`config.mk`:
```
export PLATFORM = sky130hd
export DESIGN_NAME = cmp_ctrl
export DESIGN_NICKNAME = d
export VERILOG_FILES = /design/src/core/cmp_pkg.sv /design/src/core/cmp_ctrl.sv
export VERILOG_INCLUDE_DIRS = /design/src /design/src/core
export SDC_FILE = /design/constraint.sdc
export NUM_CORES = 1
export LEC_CHECK = 0
export ABC_AREA = 1
export BUFFER_PORTS_ARGS = -buffer_cell sky130_fd_sc_hd__buf_2
export CAP_MARGIN = 10
export CELL_PAD_IN_SITES_DETAIL_PLACEMENT = 1
export CELL_PAD_IN_SITES_GLOBAL_PLACEMENT = 1
export CORE_MARGIN = 2
export CORE_UTILIZATION = 40
export CTS_BUF_LIST = sky130_fd_sc_hd__clkbuf_4
export CTS_CLUSTER_SIZE = 25
export DETAILED_ROUTE_END_ITERATION = 10
export GPL_TIMING_DRIVEN = 0
export PLACE_DENSITY_LB_ADDON = 0.1
export SLEW_MARGIN = 20
export SYNTH_ARGS = -nofsm -noshare
export SYNTH_HDL_FRONTEND = slang
export SYNTH_SLANG_ARGS = --single-unit
```
`constraint.sdc`:
```
create_clock -name clock -period 6.95 [get_ports clock]
set_clock_uncertainty 0.1 [all_clocks]
set_input_delay 1.39 -clock clock [delete_from_list [all_inputs] [get_ports clock]]
set_output_delay 1.39 -clock clock [all_outputs]
set_load 0.02 [all_outputs]
```
`src/core/cmp_defines.svh`:
```
`ifndef CMP_DEFINES_SVH
`define CMP_DEFINES_SVH
// timebase
`define CMP_CLK_MHZ      25
`define CMP_TICK_US      100
`define CMP_TICK_CYC     (`CMP_CLK_MHZ * `CMP_TICK_US)
`define CMP_TICKS(us)    (((us) + `CMP_TICK_US - 1) / `CMP_TICK_US)
// debounce intervals in microseconds
`define CMP_T_GRN_EN_US  2000
`define CMP_T_GRN_DIS_US 500
`define CMP_T_OVP_US     200
`define CMP_T_UVP_US     1000
`define CMP_T_DLINE_US   3000
// debounce channel indices
`define CMP_DB_GIN       0
`define CMP_DB_GOUT      1
`define CMP_DB_OVP       2
`define CMP_DB_UVP       3
`define CMP_DB_DLINE     4
`define CMP_DB_N         5
// voltage targets in millivolts
`define CMP_MV_5V        14'h1388
`define CMP_MV_6V        14'h1770
`define CMP_MV_9V        14'h2328
`define CMP_MV_12V       14'h2EE0
`define CMP_MV_MIN       14'h0E10
`define CMP_MV_STEP      14'h00C8
// register offsets and reset values
`define CMP_A_CTRL       4'h0
`define CMP_A_STAT       4'h4
`define CMP_A_TGT        4'h8
`define CMP_CTRL_RST     1'h0
`endif

```
`src/core/cmp_pkg.sv`:
```
package cmp_pkg;
    // coded level seen on one data line
    typedef enum logic [1:0] {
        CMP_LVL_0V  = 2'h0,
        CMP_LVL_06V = 2'h1,
        CMP_LVL_33V = 2'h2
    } cmp_lvl_t;
    // output mode, one-hot
    typedef enum logic [3:0] {
        CMP_M_5V   = 4'h1,
        CMP_M_9V   = 4'h2,
        CMP_M_12V  = 4'h4,
        CMP_M_CONT = 4'h8
    } cmp_mode_t;
    // over-voltage threshold range
    typedef enum logic [1:0] {
        CMP_OVR_6V0  = 2'h0,
        CMP_OVR_8V4  = 2'h1,
        CMP_OVR_10V8 = 2'h2,
        CMP_OVR_14V4 = 2'h3
    } cmp_ovr_t;
    // register bus request
    typedef struct packed {
        logic [3:0]  addr;
        logic [31:0] wdata;
        logic        wr;
        logic        rd;
    } cmp_bus_t;
    // data line side: decoded levels and protocol events
    typedef struct packed {
        cmp_lvl_t dp;
        cmp_lvl_t dm;
        logic     inc;
        logic     dec;
        logic     detached;
        logic     bc_start;
    } cmp_dline_t;
    // analog comparator outputs
    typedef struct packed {
        logic cs_below_green;
        logic vin_over;
        logic vin_under_low;
        logic vin_over_high;
        logic vin_latch_off;
        logic dp_over;
        logic dm_over;
    } cmp_sense_t;
    // drives toward the analog side
    typedef struct packed {
        logic [13:0] tgt_mv;
        cmp_ovr_t    ovp_range;
        logic        uvp_12v_sel;
        logic        cc_reduced;
        logic        sr_enable;
        logic        supply_2v75_en;
        logic        green_mode;
    } cmp_drive_t;
    // status register layout
    typedef struct packed {
        logic [18:0] zero;
        cmp_mode_t   mode;
        logic        latch_var;
        logic        ack;
        logic        s275;
        logic        green;
        logic        under_voltage_guard;
        logic        uvp_en;
        logic        fault;
        logic        dline;
        logic        over_voltage_guard;
    } cmp_status_t;
    // complete state of the controller
    typedef struct packed {
        cmp_mode_t        mode;
        logic [13:0]      tgt;
        logic             ack;
        logic             s275;
        logic             green;
        logic             under_voltage_guard;
        logic             fault;
        logic             ovp_seen;
        logic             dline_seen;
        logic             latch_var;
        logic [11:0]      div;
        logic             tick;
        logic [4:0][7:0]  cnt;
        logic [31:0]      rdata;
    } cmp_state_t;
endpackage

```
`src/core/cmp_ctrl.sv`:
```
// Summary of operation
// [RQ1] decode D+/D- levels into 5/9/12 V modes
// [RQ2] D+ 0.6 V, D- 3.3 V enters continuous mode
// [RQ3] both lines 3.3 V keep previous mode
// [RQ4] continuous mode steps target by 200 mV
// [RQ5] continuous entry allowed from any fixed mode
// [RQ6] continuous mode exits only to 5 V
// [RQ7] enter green after debounced low current
// [RQ8] green mode disables synchronous rectifier control
// [RQ9] leave green after debounced high current
// [RQ10] debounced over-voltage latches the fault
// [RQ11] fault clears only below latch-off level
// [RQ12] over-voltage threshold follows output range
// [RQ13] debounced under-voltage reduces current limit
// [RQ14] under-voltage ends above high threshold
// [RQ15] under-voltage disables synchronous rectifier control
// [RQ16] under-voltage guard only in legacy modes
// [RQ17] latching variant turns under-voltage into fault
// [RQ18] under-voltage thresholds depend on 9/12 V
// [RQ19] debounced data-line over-voltage detected
// [RQ20] data-line over-voltage latches the fault
// [RQ21] latched fault pulls feedback output down
// [RQ22] no 2.75 V supply after acknowledge until detach
// [RQ23] debounce counters restart when condition drops
`timescale 1ns/1ps
`default_nettype none
`include "cmp_defines.svh"
module cmp_ctrl #(
    parameter int TICK_CYC = `CMP_TICK_CYC
) (
    input  wire logic               clock,
    input  wire logic               rstn,
    input  wire cmp_pkg::cmp_bus_t  bus,
    output logic [31:0]             rdata,
    input  wire cmp_pkg::cmp_dline_t dl,
    input  wire cmp_pkg::cmp_sense_t sense,
    output cmp_pkg::cmp_drive_t     drv,
    output logic                    secondary_feedback_out
);
    import cmp_pkg::*;

    // debounce limits in ticks
    localparam logic [4:0][7:0] DB_LIM = {
        8'(`CMP_TICKS(`CMP_T_DLINE_US)),
        8'(`CMP_TICKS(`CMP_T_UVP_US)),
        8'(`CMP_TICKS(`CMP_T_OVP_US)),
        8'(`CMP_TICKS(`CMP_T_GRN_DIS_US)),
        8'(`CMP_TICKS(`CMP_T_GRN_EN_US))};

    cmp_state_t st_reg;            // registered state
    cmp_state_t st_next;           // next state
    logic [4:0] db_cond;           // condition watched per channel
    logic [4:0] db_done;           // interval complete, stays high while the condition holds
    logic [4:0][7:0] cnt_next;     // next counter per channel
    logic        uvp_en;           // under-voltage guard armed
    logic        latch_set;        // any fault source fires
    cmp_status_t stat;             // status word

    // under-voltage guard only in legacy 9 V or 12 V mode
    assign uvp_en = (st_reg.mode == CMP_M_9V) || (st_reg.mode == CMP_M_12V); // RQ16

    // conditions per debounce channel
    assign db_cond[`CMP_DB_GIN]   = sense.cs_below_green & ~st_reg.green;   // RQ7
    assign db_cond[`CMP_DB_GOUT]  = ~sense.cs_below_green & st_reg.green;   // RQ9
    assign db_cond[`CMP_DB_OVP]   = sense.vin_over;                         // RQ10
    assign db_cond[`CMP_DB_UVP]   = sense.vin_under_low & uvp_en & ~st_reg.under_voltage_guard;
    // data line guard is idle while the 2.75 V supply drives the lines
    assign db_cond[`CMP_DB_DLINE] = (sense.dp_over | sense.dm_over) & ~st_reg.s275; // RQ19

    // one counter per channel, cleared whenever its condition drops
    genvar gi;
    generate
        for (gi = 0; gi < `CMP_DB_N; gi++) begin : g_db
            always_comb begin
                if (!db_cond[gi]) begin
                    cnt_next[gi] = 8'h00; // RQ23
                end else if (st_reg.tick && st_reg.cnt[gi] != DB_LIM[gi]) begin
                    cnt_next[gi] = st_reg.cnt[gi] + 8'h01;
                end else begin
                    cnt_next[gi] = st_reg.cnt[gi];
                end
            end
            assign db_done[gi] = db_cond[gi] && (st_reg.cnt[gi] == DB_LIM[gi]);
        end
    endgenerate

    // sources that enter the latched fault state
    assign latch_set = db_done[`CMP_DB_OVP] | db_done[`CMP_DB_DLINE]   // RQ10 RQ20
                     | (db_done[`CMP_DB_UVP] & st_reg.latch_var);      // RQ17

    // status word
    always_comb begin
        stat           = '0;
        stat.mode      = st_reg.mode;
        stat.latch_var = st_reg.latch_var;
        stat.ack       = st_reg.ack;
        stat.s275      = st_reg.s275;
        stat.green     = st_reg.green;
        stat.under_voltage_guard       = st_reg.under_voltage_guard;
        stat.uvp_en    = uvp_en;
        stat.fault     = st_reg.fault;
        stat.dline     = st_reg.dline_seen;
        stat.over_voltage_guard       = st_reg.ovp_seen;
    end

    // next-state logic
    always_comb begin
        st_next     = st_reg;
        st_next.cnt = cnt_next;
        // timebase divider
        st_next.tick = 1'b0;
        if (st_reg.div == 12'(TICK_CYC - 1)) begin
            st_next.div  = 12'h000;
            st_next.tick = 1'b1;
        end else begin
            st_next.div = st_reg.div + 12'h001;
        end
        // mode decode from the data lines
        if (dl.detached) begin
            // detach returns mode, target, acknowledge and 2.75 V supply to the power-on condition
            st_next.mode = CMP_M_5V;
            st_next.tgt  = `CMP_MV_5V;
            st_next.ack  = 1'b0;
            st_next.s275 = 1'b1; // RQ22
        end else begin
            if (dl.bc_start) begin
                st_next.s275 = 1'b0;
            end
            case (st_reg.mode)
                CMP_M_5V, CMP_M_9V, CMP_M_12V: begin
                    if (dl.dp == CMP_LVL_06V && dl.dm == CMP_LVL_0V) begin
                        st_next.mode = CMP_M_5V; // RQ1
                        st_next.tgt  = `CMP_MV_5V;
                        st_next.ack  = 1'b1;
                    end else if (dl.dp == CMP_LVL_33V && dl.dm == CMP_LVL_06V) begin
                        st_next.mode = CMP_M_9V; // RQ1
                        st_next.tgt  = `CMP_MV_9V;
                        st_next.ack  = 1'b1;
                    end else if (dl.dp == CMP_LVL_06V && dl.dm == CMP_LVL_06V) begin
                        st_next.mode = CMP_M_12V; // RQ1
                        st_next.tgt  = `CMP_MV_12V;
                        st_next.ack  = 1'b1;
                    end else if (dl.dp == CMP_LVL_06V && dl.dm == CMP_LVL_33V) begin
                        st_next.mode = CMP_M_CONT; // RQ2 RQ5
                        st_next.ack  = 1'b1;
                    end
                    // both lines high: reserved, hold mode  RQ3
                end
                CMP_M_CONT: begin
                    if (dl.dp == CMP_LVL_06V && dl.dm == CMP_LVL_0V) begin
                        st_next.mode = CMP_M_5V; // RQ6
                        st_next.tgt  = `CMP_MV_5V;
                    end else if (dl.inc && !dl.dec
                                 && st_reg.tgt <= `CMP_MV_12V - `CMP_MV_STEP) begin
                        st_next.tgt = st_reg.tgt + `CMP_MV_STEP; // RQ4
                    end else if (dl.dec && !dl.inc
                                 && st_reg.tgt >= `CMP_MV_MIN + `CMP_MV_STEP) begin
                        st_next.tgt = st_reg.tgt - `CMP_MV_STEP; // RQ4
                    end
                end
                default: begin
                    st_next.mode = CMP_M_5V;
                end
            endcase
            // once acknowledged, the 2.75 V supply stays off
            if (st_next.ack) begin
                st_next.s275 = 1'b0; // RQ22
            end
        end
        // green mode entry and exit
        if (db_done[`CMP_DB_GIN]) begin
            st_next.green = 1'b1; // RQ7
        end else if (db_done[`CMP_DB_GOUT]) begin
            st_next.green = 1'b0; // RQ9
        end
        // under-voltage state, leaves above the high level or when disarmed
        if (db_done[`CMP_DB_UVP] && !st_reg.latch_var) begin
            st_next.under_voltage_guard = 1'b1; // RQ13
        end else if (sense.vin_over_high || !uvp_en) begin
            st_next.under_voltage_guard = 1'b0; // RQ14 RQ16
        end
        // fault latch: a new trigger wins over the release
        if (latch_set) begin
            st_next.fault = 1'b1;
        end else if (sense.vin_latch_off) begin
            st_next.fault = 1'b0; // RQ11
        end
        // cause flags, cleared with the fault
        if (db_done[`CMP_DB_OVP]) begin
            st_next.ovp_seen = 1'b1;
        end else if (!latch_set && sense.vin_latch_off) begin
            st_next.ovp_seen = 1'b0;
        end
        if (db_done[`CMP_DB_DLINE]) begin
            st_next.dline_seen = 1'b1;
        end else if (!latch_set && sense.vin_latch_off) begin
            st_next.dline_seen = 1'b0;
        end
        // register writes
        if (bus.wr && bus.addr == `CMP_A_CTRL) begin
            st_next.latch_var = bus.wdata[0];
        end
        // register reads, answered the next cycle
        st_next.rdata = 32'h0000_0000;
        if (bus.rd) begin
            case (bus.addr)
                `CMP_A_CTRL: st_next.rdata = {31'h0000_0000, st_reg.latch_var};
                `CMP_A_STAT: st_next.rdata = stat;
                `CMP_A_TGT:  st_next.rdata = {18'h00000, st_reg.tgt};
                default:     st_next.rdata = 32'h0000_0000;
            endcase
        end
    end

    // state register
    always_ff @(posedge clock or negedge rstn) begin
        if (!rstn) begin
            st_reg           <= '0;
            st_reg.mode      <= CMP_M_5V;
            st_reg.tgt       <= `CMP_MV_5V;
            st_reg.s275      <= 1'b1;
            st_reg.latch_var <= `CMP_CTRL_RST;
        end else begin
            st_reg <= st_next;
        end
    end

    // outputs
    always_comb begin
        drv                = '0;
        drv.tgt_mv         = st_reg.tgt;
        drv.uvp_12v_sel    = (st_reg.mode == CMP_M_12V);    // RQ18
        drv.cc_reduced     = st_reg.under_voltage_guard;                    // RQ13
        drv.sr_enable      = ~st_reg.green & ~st_reg.under_voltage_guard;  // RQ8 RQ15
        drv.supply_2v75_en = st_reg.s275;
        drv.green_mode     = st_reg.green;
        // threshold range from the active target
        if (st_reg.tgt <= `CMP_MV_5V) begin
            drv.ovp_range = CMP_OVR_6V0; // RQ12
        end else if (st_reg.tgt <= `CMP_MV_6V) begin
            drv.ovp_range = CMP_OVR_8V4;
        end else if (st_reg.tgt <= `CMP_MV_9V) begin
            drv.ovp_range = CMP_OVR_10V8;
        end else begin
            drv.ovp_range = CMP_OVR_14V4;
        end
    end
    assign secondary_feedback_out = st_reg.fault; // RQ21
    assign rdata = st_reg.rdata;
endmodule // cmp_ctrl
`default_nettype wire

```
After elaboration in Yosys (flattened, before gate mapping)
Index checks and enable logic that the tools add are counted.

storage, ports and cells
  flip-flop bits (word level) = 111
  input bits = 55
  output and inout port bits = 54
  word-level logic and storage cells = 159

cells by class
  $add $sub $neg = 8
  order comparisons = 5
  equal/unequal tests = 30
  mux-type cells = 44
  bitwise logic cells = 14
  reduce and logical (&&, ||, !) cells = 40

operators with widths
  operator               count
  $mux 8                 10
  $mux 14                5
  $pmux 14 s3            1
  $add 8x1->8 const B    5
  $mux 19                2
  $le 14x13->1 const B   2
  $le 14x14->1 const B   2
  $pmux 14 s2            1
  $logic_and 1x1->1      21
  $mux 20                1
  $mux 1                 17
  $eq 8x5->1 const B     2
  $ne 8x5->1 const B     2
  $add 14x8->14 const B  1
  $ge 14x12->1 const B   1
  $sub 14x8->14 const B  1
  $add 12x1->12 const B  1
  $eq 12x12->1 const B   1
  $mux 12                1
  $mux 4                 3
  $ne 2x1->1 const B     5
  $ne 5x5->1 const B     2
  $reduce_bool 2->1      5
  $eq 4x3->1 const B     2
  other kinds (26)       47

Depth between registers and ports, before layout
Gate-level depths: netlist of run 1.

  depth after elaboration = 11
  depth in mapped cells = 18
  depth with buffers taken out = 18

Least setup slack after synthesis of run 1
OpenSTA, ideal clock, no wires.

  kind = in2reg
  start = input dl[3] (netlist name)
  end = register st_reg, in the netlist drv[19]
  arrival = 3063 ps
  data required time = 6783 ps
  setup slack = 3720 ps
  cell stages on the path = 15
  path buffers = 0
  cell sequence = inv_1 -> nor2_1 -> nand4_1 -> ha_1 -> nand2_1 -> inv_1 -> o21ai_0 -> nand3_1 -> nand2_1 -> nand2_1 -> nand2_1 -> nand2_1 -> nor2_1 -> nor2_1 -> nor2_1

between the ends
  longest elaborated chain between the ends = 6

ends and longest elaborated chain
  what                                line             source
  from (decl)                         cmp_ctrl.sv:35   input wire cmp_pkg::cmp_dline_t dl,
  $logic_and 1x1->1                   cmp_ctrl.sv:153  end else if (dl.inc && !dl.dec
  $logic_and 1x1->1 (no source line)  --
  $mux 14                             cmp_ctrl.sv:153
  $mux 14                             cmp_ctrl.sv:150  if (dl.dp == CMP_LVL_06V && dl.dm == CMP_LVL_0V) begin
  $pmux 14 s2                         cmp_ctrl.sv:129  case (st_reg.mode)
  $mux 20                             cmp_ctrl.sv:119  if (dl.detached) begin
  to (signal assigned)                cmp_ctrl.sv:224  st_reg <= st_next;
  to (decl)                           cmp_ctrl.sv:50   cmp_state_t st_reg;

Several ways; a longest one is shown, not always the timed one.
A chain may end at the register's enable or synchronous reset.

Worst setup path in the final report of run 1
  start = input dl[2] (netlist name)
  end = register st_reg, in the netlist drv[19]

between the ends
  longest elaborated chain between the ends = 7

ends and longest elaborated chain
  what                                line
  $logic_not 1->1                     cmp_ctrl.sv:153
  $logic_and 1x1->1                   cmp_ctrl.sv:153
  $logic_and 1x1->1 (no source line)  --
  $mux 14                             cmp_ctrl.sv:153
  $mux 14                             cmp_ctrl.sv:150
  $pmux 14 s2                         cmp_ctrl.sv:129
  $mux 20                             cmp_ctrl.sv:119

Several ways; a longest one is shown, not always the timed one.

==> reports/metrics.cfg, run 1 <==
[global_route]
overflow = 0
grt_pass1_wl_microns = 24000
grt_max_degree = 73
antenna_found_initial = 0
grt_pass1_vias = 5044
grt_use_total_pct = 20.2

[sta]
period_needed_ns = 3.54
grt_setup_unrepaired = false
hold_violations = 0
max_freq_ghz = 0.282
setup_violations = 0
post-route-period-util_pct = 51.0
maxSlewViolCount = 0
hold-worst-slack_ns = 0.389
finalSetupTns_ns = 0
worst_slew_pin_slew_ns = 0.652
slew_headroom_pct = 56.2
timing.final.ws_setup_ns = 3.41

[die]
core_area_sq_um = 13800
ios = 109
fp.dieH_microns = 123
start_util_pct = 40.9
dieArea_sq_um = 15100
die_x_microns = 123
fp-row-count = 43

[routing]
drc = 0
wl_microns = 14500
wire_per_inst_microns = 14.0
drt-pass1-iter-count = 4
via_per_inst = 4.87
ant_nets = 0
route.vias.total = 5045
drt_iter0_drc = 187

[final_layout]
area_delta_synth_final_pct = 13.2
largest_reg_flops = 61
antennaDiodeCount = 0
layout.cells.non_filler = 1036
nets = 927
final_common_cell = nand2_1
final_cell_mix = nand2_1, inv_1, nor2_1
layout-drive-gt1-share_pct = 17.2

[synth]
yosys.area.top_type = dfrtp_1
async_flop_share_pct = 100
synth_top_area_share_pct = 36.7
syn_area_sq_um = 5660
ys_ff_latch = 90
synth_edf_count = 0
synth-seq-area-share_pct = 40.0
syn_area_per_cell_sq_um = 7.41
syn-instance-count = 763
synthTopCellsByArea = dfrtp_1, nand2_1, inv_1
synth_cell_types = 45
synth_flop_cell = dfrtp_1
ys_warn_count = 0

[worst_setup_path]
path_buf_inv = 2
end_kind = flop
worst_r2r_path_depth = 17
cp_num_cells = 15
critPathLaunchType = primary input
crit_end = drv[19]
r2r-end = drv[19]
critPathLaunch = dl[2]
critPathRequiredTime_ns = 7.26
r2r-start = drv[19]
crit_path_max_incr_delay_ns = 0.60
crit_family = simple AND/OR/NAND/NOR gates
path_common_cell = nand2_1
path_cells = buf_2, nor2_1, nand4_1, ha_1, nand2_1, inv_1, o21ai_0, nand3_1, nand2_1, nand2_1, nand2_1, nand2_1, nor2_1, nor2_1, nor2_1
cp.arrival_ns = 3.85
crit_path_max_fanout = 9
cp_slowest_cell = ha_1
worst-setup-path-type = in2reg
ff2ff_setup_slack_ns = 3.58

[place]
io_buffers = 56
place_inst = 1020
gp_congestion = 0.807
dp_slack_ns = 3.00
hpwl_microns = 11400

[power]
power_density_nw_per_um2 = 267
ir_drop_mv = 0.109
power_uw = 1710
p_leak_uw = 0.00323

[status]
outcome = finished, final reports clean

[clock_tree]
cts_hold_buf = 0
cts_tree = done
clk_path_buf_depth = 2
cts_buffers = 9
cts-resized-gates = 0
ctsRootBufferMaster = clkbuf_4
cts.htree.levels = 3
worstSkewPairLatency_ns = 0.47
clk_pin_slew_ns = 0.14
clock_sinks = 90
cts_setup_buffers = 0

[hold_path]
min_path_cells = 1
min_path_type = reg2reg

[job]
maxCapViolCount = 0

[layout make-up]
type | count | area, sq um
fill | 1774 | 7420
multi-input combinational | 530 | 2670
sequential | 90 | 2260
inverter | 112 | 424
buffer | 51 | 375
timing repair buffer | 57 | 314
tap | 180 | 225
clock buffer | 9 | 67.6
clock inverter | 7 | 66.3
[cell families after synthesis]
group	after synthesis	synth area share, %
and+or+nand+nor	369	28.8
buffers and inverters	163	14.1
AOI/OAI and AO/OA	109	10.7
DFF	90	40.0
adders and majority gates	21	4.78
xor gates and xnor gates	10	1.55
other	1	0.0663
[how the worst min path moves through the flow]
stage / from / slack, ns / endpoint
floorplan: st_reg[73] / 0.33 / st_reg[73]
global placement: st_reg[39] / 0.35 / st_reg[39]
detailed placement: st_reg[39] / 0.37 / st_reg[39]
CTS: st_reg[39] / 0.39 / st_reg[39]
global route: st_reg[73] / 0.41 / st_reg[73]
finish: st_reg[73] / 0.39 / st_reg[73]
[synthesized netlist by cell type (2+ instances only)]
cell        n
dfrtp_1    83
o31ai_1     5
o21ai_0    38
nor3_4      2
clkbuf_1    2
nor3b_1     2
nor2_1     97
nor4_1      4
o21ai_2     3
nand3_1    50
xor2_1      9
nand2_1   163
inv_1     106
a21oi_1    43
dfstp_2     7
nor2_4      4
ha_1       20
nand2_2     2
buf_4      49
o21ai_1     4
a21boi_0    2
o22ai_1     6
o21bai_1    2
inv_2       3
nor3_1     24
nand3b_1    2
nand4_1    13
[routing by layer]
| layer | global-route usage [%] | vias to the layer above | share of wire (%) |
|---|---|---|---|
| met2 | 32.6 | 67 | 46 |
| met1 | 27.9 | 2388 | 49 |
| met5 | 0 | - | 0 |
| met3 | 3.04 | 15 | 3.6 |
| li1 | - | 2575 | - |
| met4 | 6.82 | 0 | 1.7 |
[report_power, final]
part | internal (uW) | switching, uW
combinational | 262 | 468
sequential | 584 | 90.3
clock | 109 | 194
total | 955 | 752
[stage by stage]
step | area (sq um) | util (%)
floorplan | 5730 | -
global placement | 6240 | 45.1
detailed placement | 6270 | 45.4
CTS | 6400 | 46.3
global route | 6400 | 46.3
finish | 6400 | 46.3
No activity file was read; power rests on OpenSTA's default activity.
==> run 2: changes to the inputs <==
--- a/config.mk
+++ b/config.mk
@@ -12,7 +12,7 @@
 export CELL_PAD_IN_SITES_DETAIL_PLACEMENT = 1
 export CELL_PAD_IN_SITES_GLOBAL_PLACEMENT = 1
 export CORE_MARGIN = 2
-export CORE_UTILIZATION = 40
+export CORE_UTILIZATION = 38
 export CTS_BUF_LIST = sky130_fd_sc_hd__clkbuf_4
 export CTS_CLUSTER_SIZE = 25
 export DETAILED_ROUTE_END_ITERATION = 10
==> constraint.sdc (replaced) <==
create_clock -name clock -period 3 [get_ports clock]
set_clock_uncertainty 0.1 [all_clocks]
set_input_delay 0.6 -clock clock [delete_from_list [all_inputs] [get_ports clock]]
set_output_delay 0.6 -clock clock [all_outputs]
set_load 0.02 [all_outputs]
==> run 2 against run 1 <==
Via count rose by 1.4%; total power grew 130%; sequential share of layout area is 0.16 points lower; wire length is essentially flat; highest routed layer unchanged; critical path depth is 7 lower; non-clock buffer count increased by 4; combinational power up 130%; hold slack worse by 0.17 ns.
==> reports/metrics.cfg, run 2 (synthesized netlist as in run 1, its figures left out) <==
[final_layout]
final_common_cell = nand2_1
layout-drive-gt1-share_pct = 17.9  ; +0.73 points
largest_reg_flops = 61  ; unchanged
area_delta_synth_final_pct = 13.7
nets = 931  ; +0.43%
fillers = 1879  ; +5.9%
register_area_sq_um = 2260  ; unchanged
layout.cells.non_filler = 1045  ; +0.87%
multi_input_area_sq_um = 2680  ; +0.19%
final_cell_mix = nand2_1, inv_1, nor2_1

[die]
fp-row-count = 44  ; +2.3%
fp.dieH_microns = 126  ; +2.5%
core_area_sq_um = 14500  ; +5.1%
die_x_microns = 126  ; +2.5%
ios = 109  ; unchanged
dieArea_sq_um = 15900  ; +5.1%
start_util_pct = 38.9  ; -2.0 points

[clock_tree]
clk_path_buf_depth = 2  ; unchanged
clock_sinks = 90  ; unchanged
cts_buffers = 9  ; unchanged
worstSkewPairLatency_ns = 0.47  ; about the same
clk_pin_slew_ns = 0.16  ; +0.02 ns
cts.htree.levels = 3  ; unchanged
ctsRootBufferMaster = clkbuf_4
cts_tree = done

[sta]
period_needed_ns = 2.75
post-route-period-util_pct = 91.7
setup_violations = 0  ; unchanged
finalSetupTns_ns = 0  ; unchanged
grt_setup_unrepaired = false
slew_headroom_pct = 59.2  ; +3.1 points
max_freq_ghz = 0.363
maxSlewViolCount = 0  ; unchanged
hold_violations = 0  ; unchanged
worst_slew_pin_slew_ns = 0.609  ; -0.0431 ns

[worst_setup_path]
r2r-end = drv[19]
crit_end = drv[5]
critPathLaunchType = flop
crit_path_max_fanout = 6  ; -3
worst_r2r_path_depth = 18  ; +1
worst-setup-path-type = reg2out
critPathLaunch = drv[10]
critPathRequiredTime_ns = 2.30  ; -4.96 ns
cp.arrival_ns = 2.05  ; -1.80 ns
r2r-start = drv[14]
ff2ff_setup_slack_ns = 0.28  ; -3.30 ns
end_kind = output pin

[job]
maxCapViolCount = 0  ; unchanged

[power]
power_density_nw_per_um2 = 606  ; +130%
p_leak_uw = 0.00324  ; +0.34%
ir_drop_mv = 0.251  ; +130%

[routing]
wire_per_inst_microns = 13.9  ; -0.91%
drt_iter0_drc = 186  ; -0.53%
route.vias.total = 5117  ; +1.4%
drt-pass1-iter-count = 4  ; unchanged
via_per_inst = 4.90  ; +0.55%
drc = 0  ; unchanged
ant_nets = 0  ; unchanged
wl_microns = 14500  ; about the same

[place]
io_buffers = 56  ; unchanged
place_inst = 1024  ; +0.39%
hpwl_microns = 11500  ; +0.33%
gp_congestion = 0.857  ; +6.3%

[global_route]
antenna_found_initial = 0  ; unchanged
grt_max_degree = 49  ; -33%
grt_pass1_vias = 5304  ; +5.2%
overflow = 0  ; unchanged
grt_use_total_pct = 19.1  ; -1.1 points
grt_pass1_wl_microns = 24900  ; +3.6%

[hold_path]
min_from = sense[3]
min_path_type = in2reg
min_path_cells = 2  ; +1

[status]
outcome = finished, final reports clean

## run 2: cell types whose count changed in the layout (fill, tap and decap cells not counted), sizes merged
cell         before  now
buf             106  109
bufinv            1    0
clkbuf           11   12
clkinv            5    6
diode             0    1
dlygate4sd3       0    1
inv             112  111
## run 2: through the flow
stage               util [%]  setup WS, ns  power [uW]  hold slack, ns  instance area (sq um)
CTS                     44.2         0.170        3940           0.185                   6430
detailed placement      43.2        -0.220        3290           0.357                   6280
finish                  44.3         0.248        3900           0.223                   6430
floorplan                  -         0.506        2770           0.204                   5730
global route            44.2       0.00138        4250           0.175                   6430
global placement        42.9       -0.0684        3230           0.351                   6240
## run 2: what timing repair did
item                                    CTS  global route
endpoints found under the hold margin    42             0
endpoints found under the setup margin    7             4
hold buffers                              1             0
setup buffers                             3             0
gates resized for setup                   0             3
## run 2: how the worst min path moves through the flow
stage                             to  slack [ns]
after global placement    st_reg[73]        0.35
after global routing          drv[3]        0.18
after floorplan               drv[0]        0.20
after detailed placement  st_reg[39]        0.36
final                         drv[3]        0.22
after CTS                     drv[3]        0.19
## run 2: report_power, final
group / internal [uW] / leakage (uW) / switching, uW
Combinational: 622 / 0.00197 / 1080
Clock: 182 / 0.0000644 / 448
Sequential: 1350 / 0.00120 / 210
## run 2: cell type report
cell class                 instances  share of cell area (%)
inverter                         112                    6.59
multi-input combinational        530                    41.6
tap                              184                    3.58
antenna                            1                  0.0389
sequential                        90                    35.1
buffer                            51                    5.83
timing repair buffer              61                    5.39
clock buffer                      10                    1.17
clock inverter                     6                   0.661
## run 2: routing by layer
metal	routed length (microns)	up-vias	track usage, %
met2	6700	91	31.8
met4	191	0	5.75
met3	611	12	3.02
met5	0	-	0
met1	6990	2437	25.8
li1	-	2577	-
## run 2: worst max-delay path, cell delays in order (launching register included)
cell,delay [ns]
dfstp_2,0.65
nand2_1,0.10
nor3_1,0.17
o211ai_1,0.11
a21boi_0,0.24
nand2_1,0.08
nand2_1,0.06
inv_1,0.03
buf_2,0.14
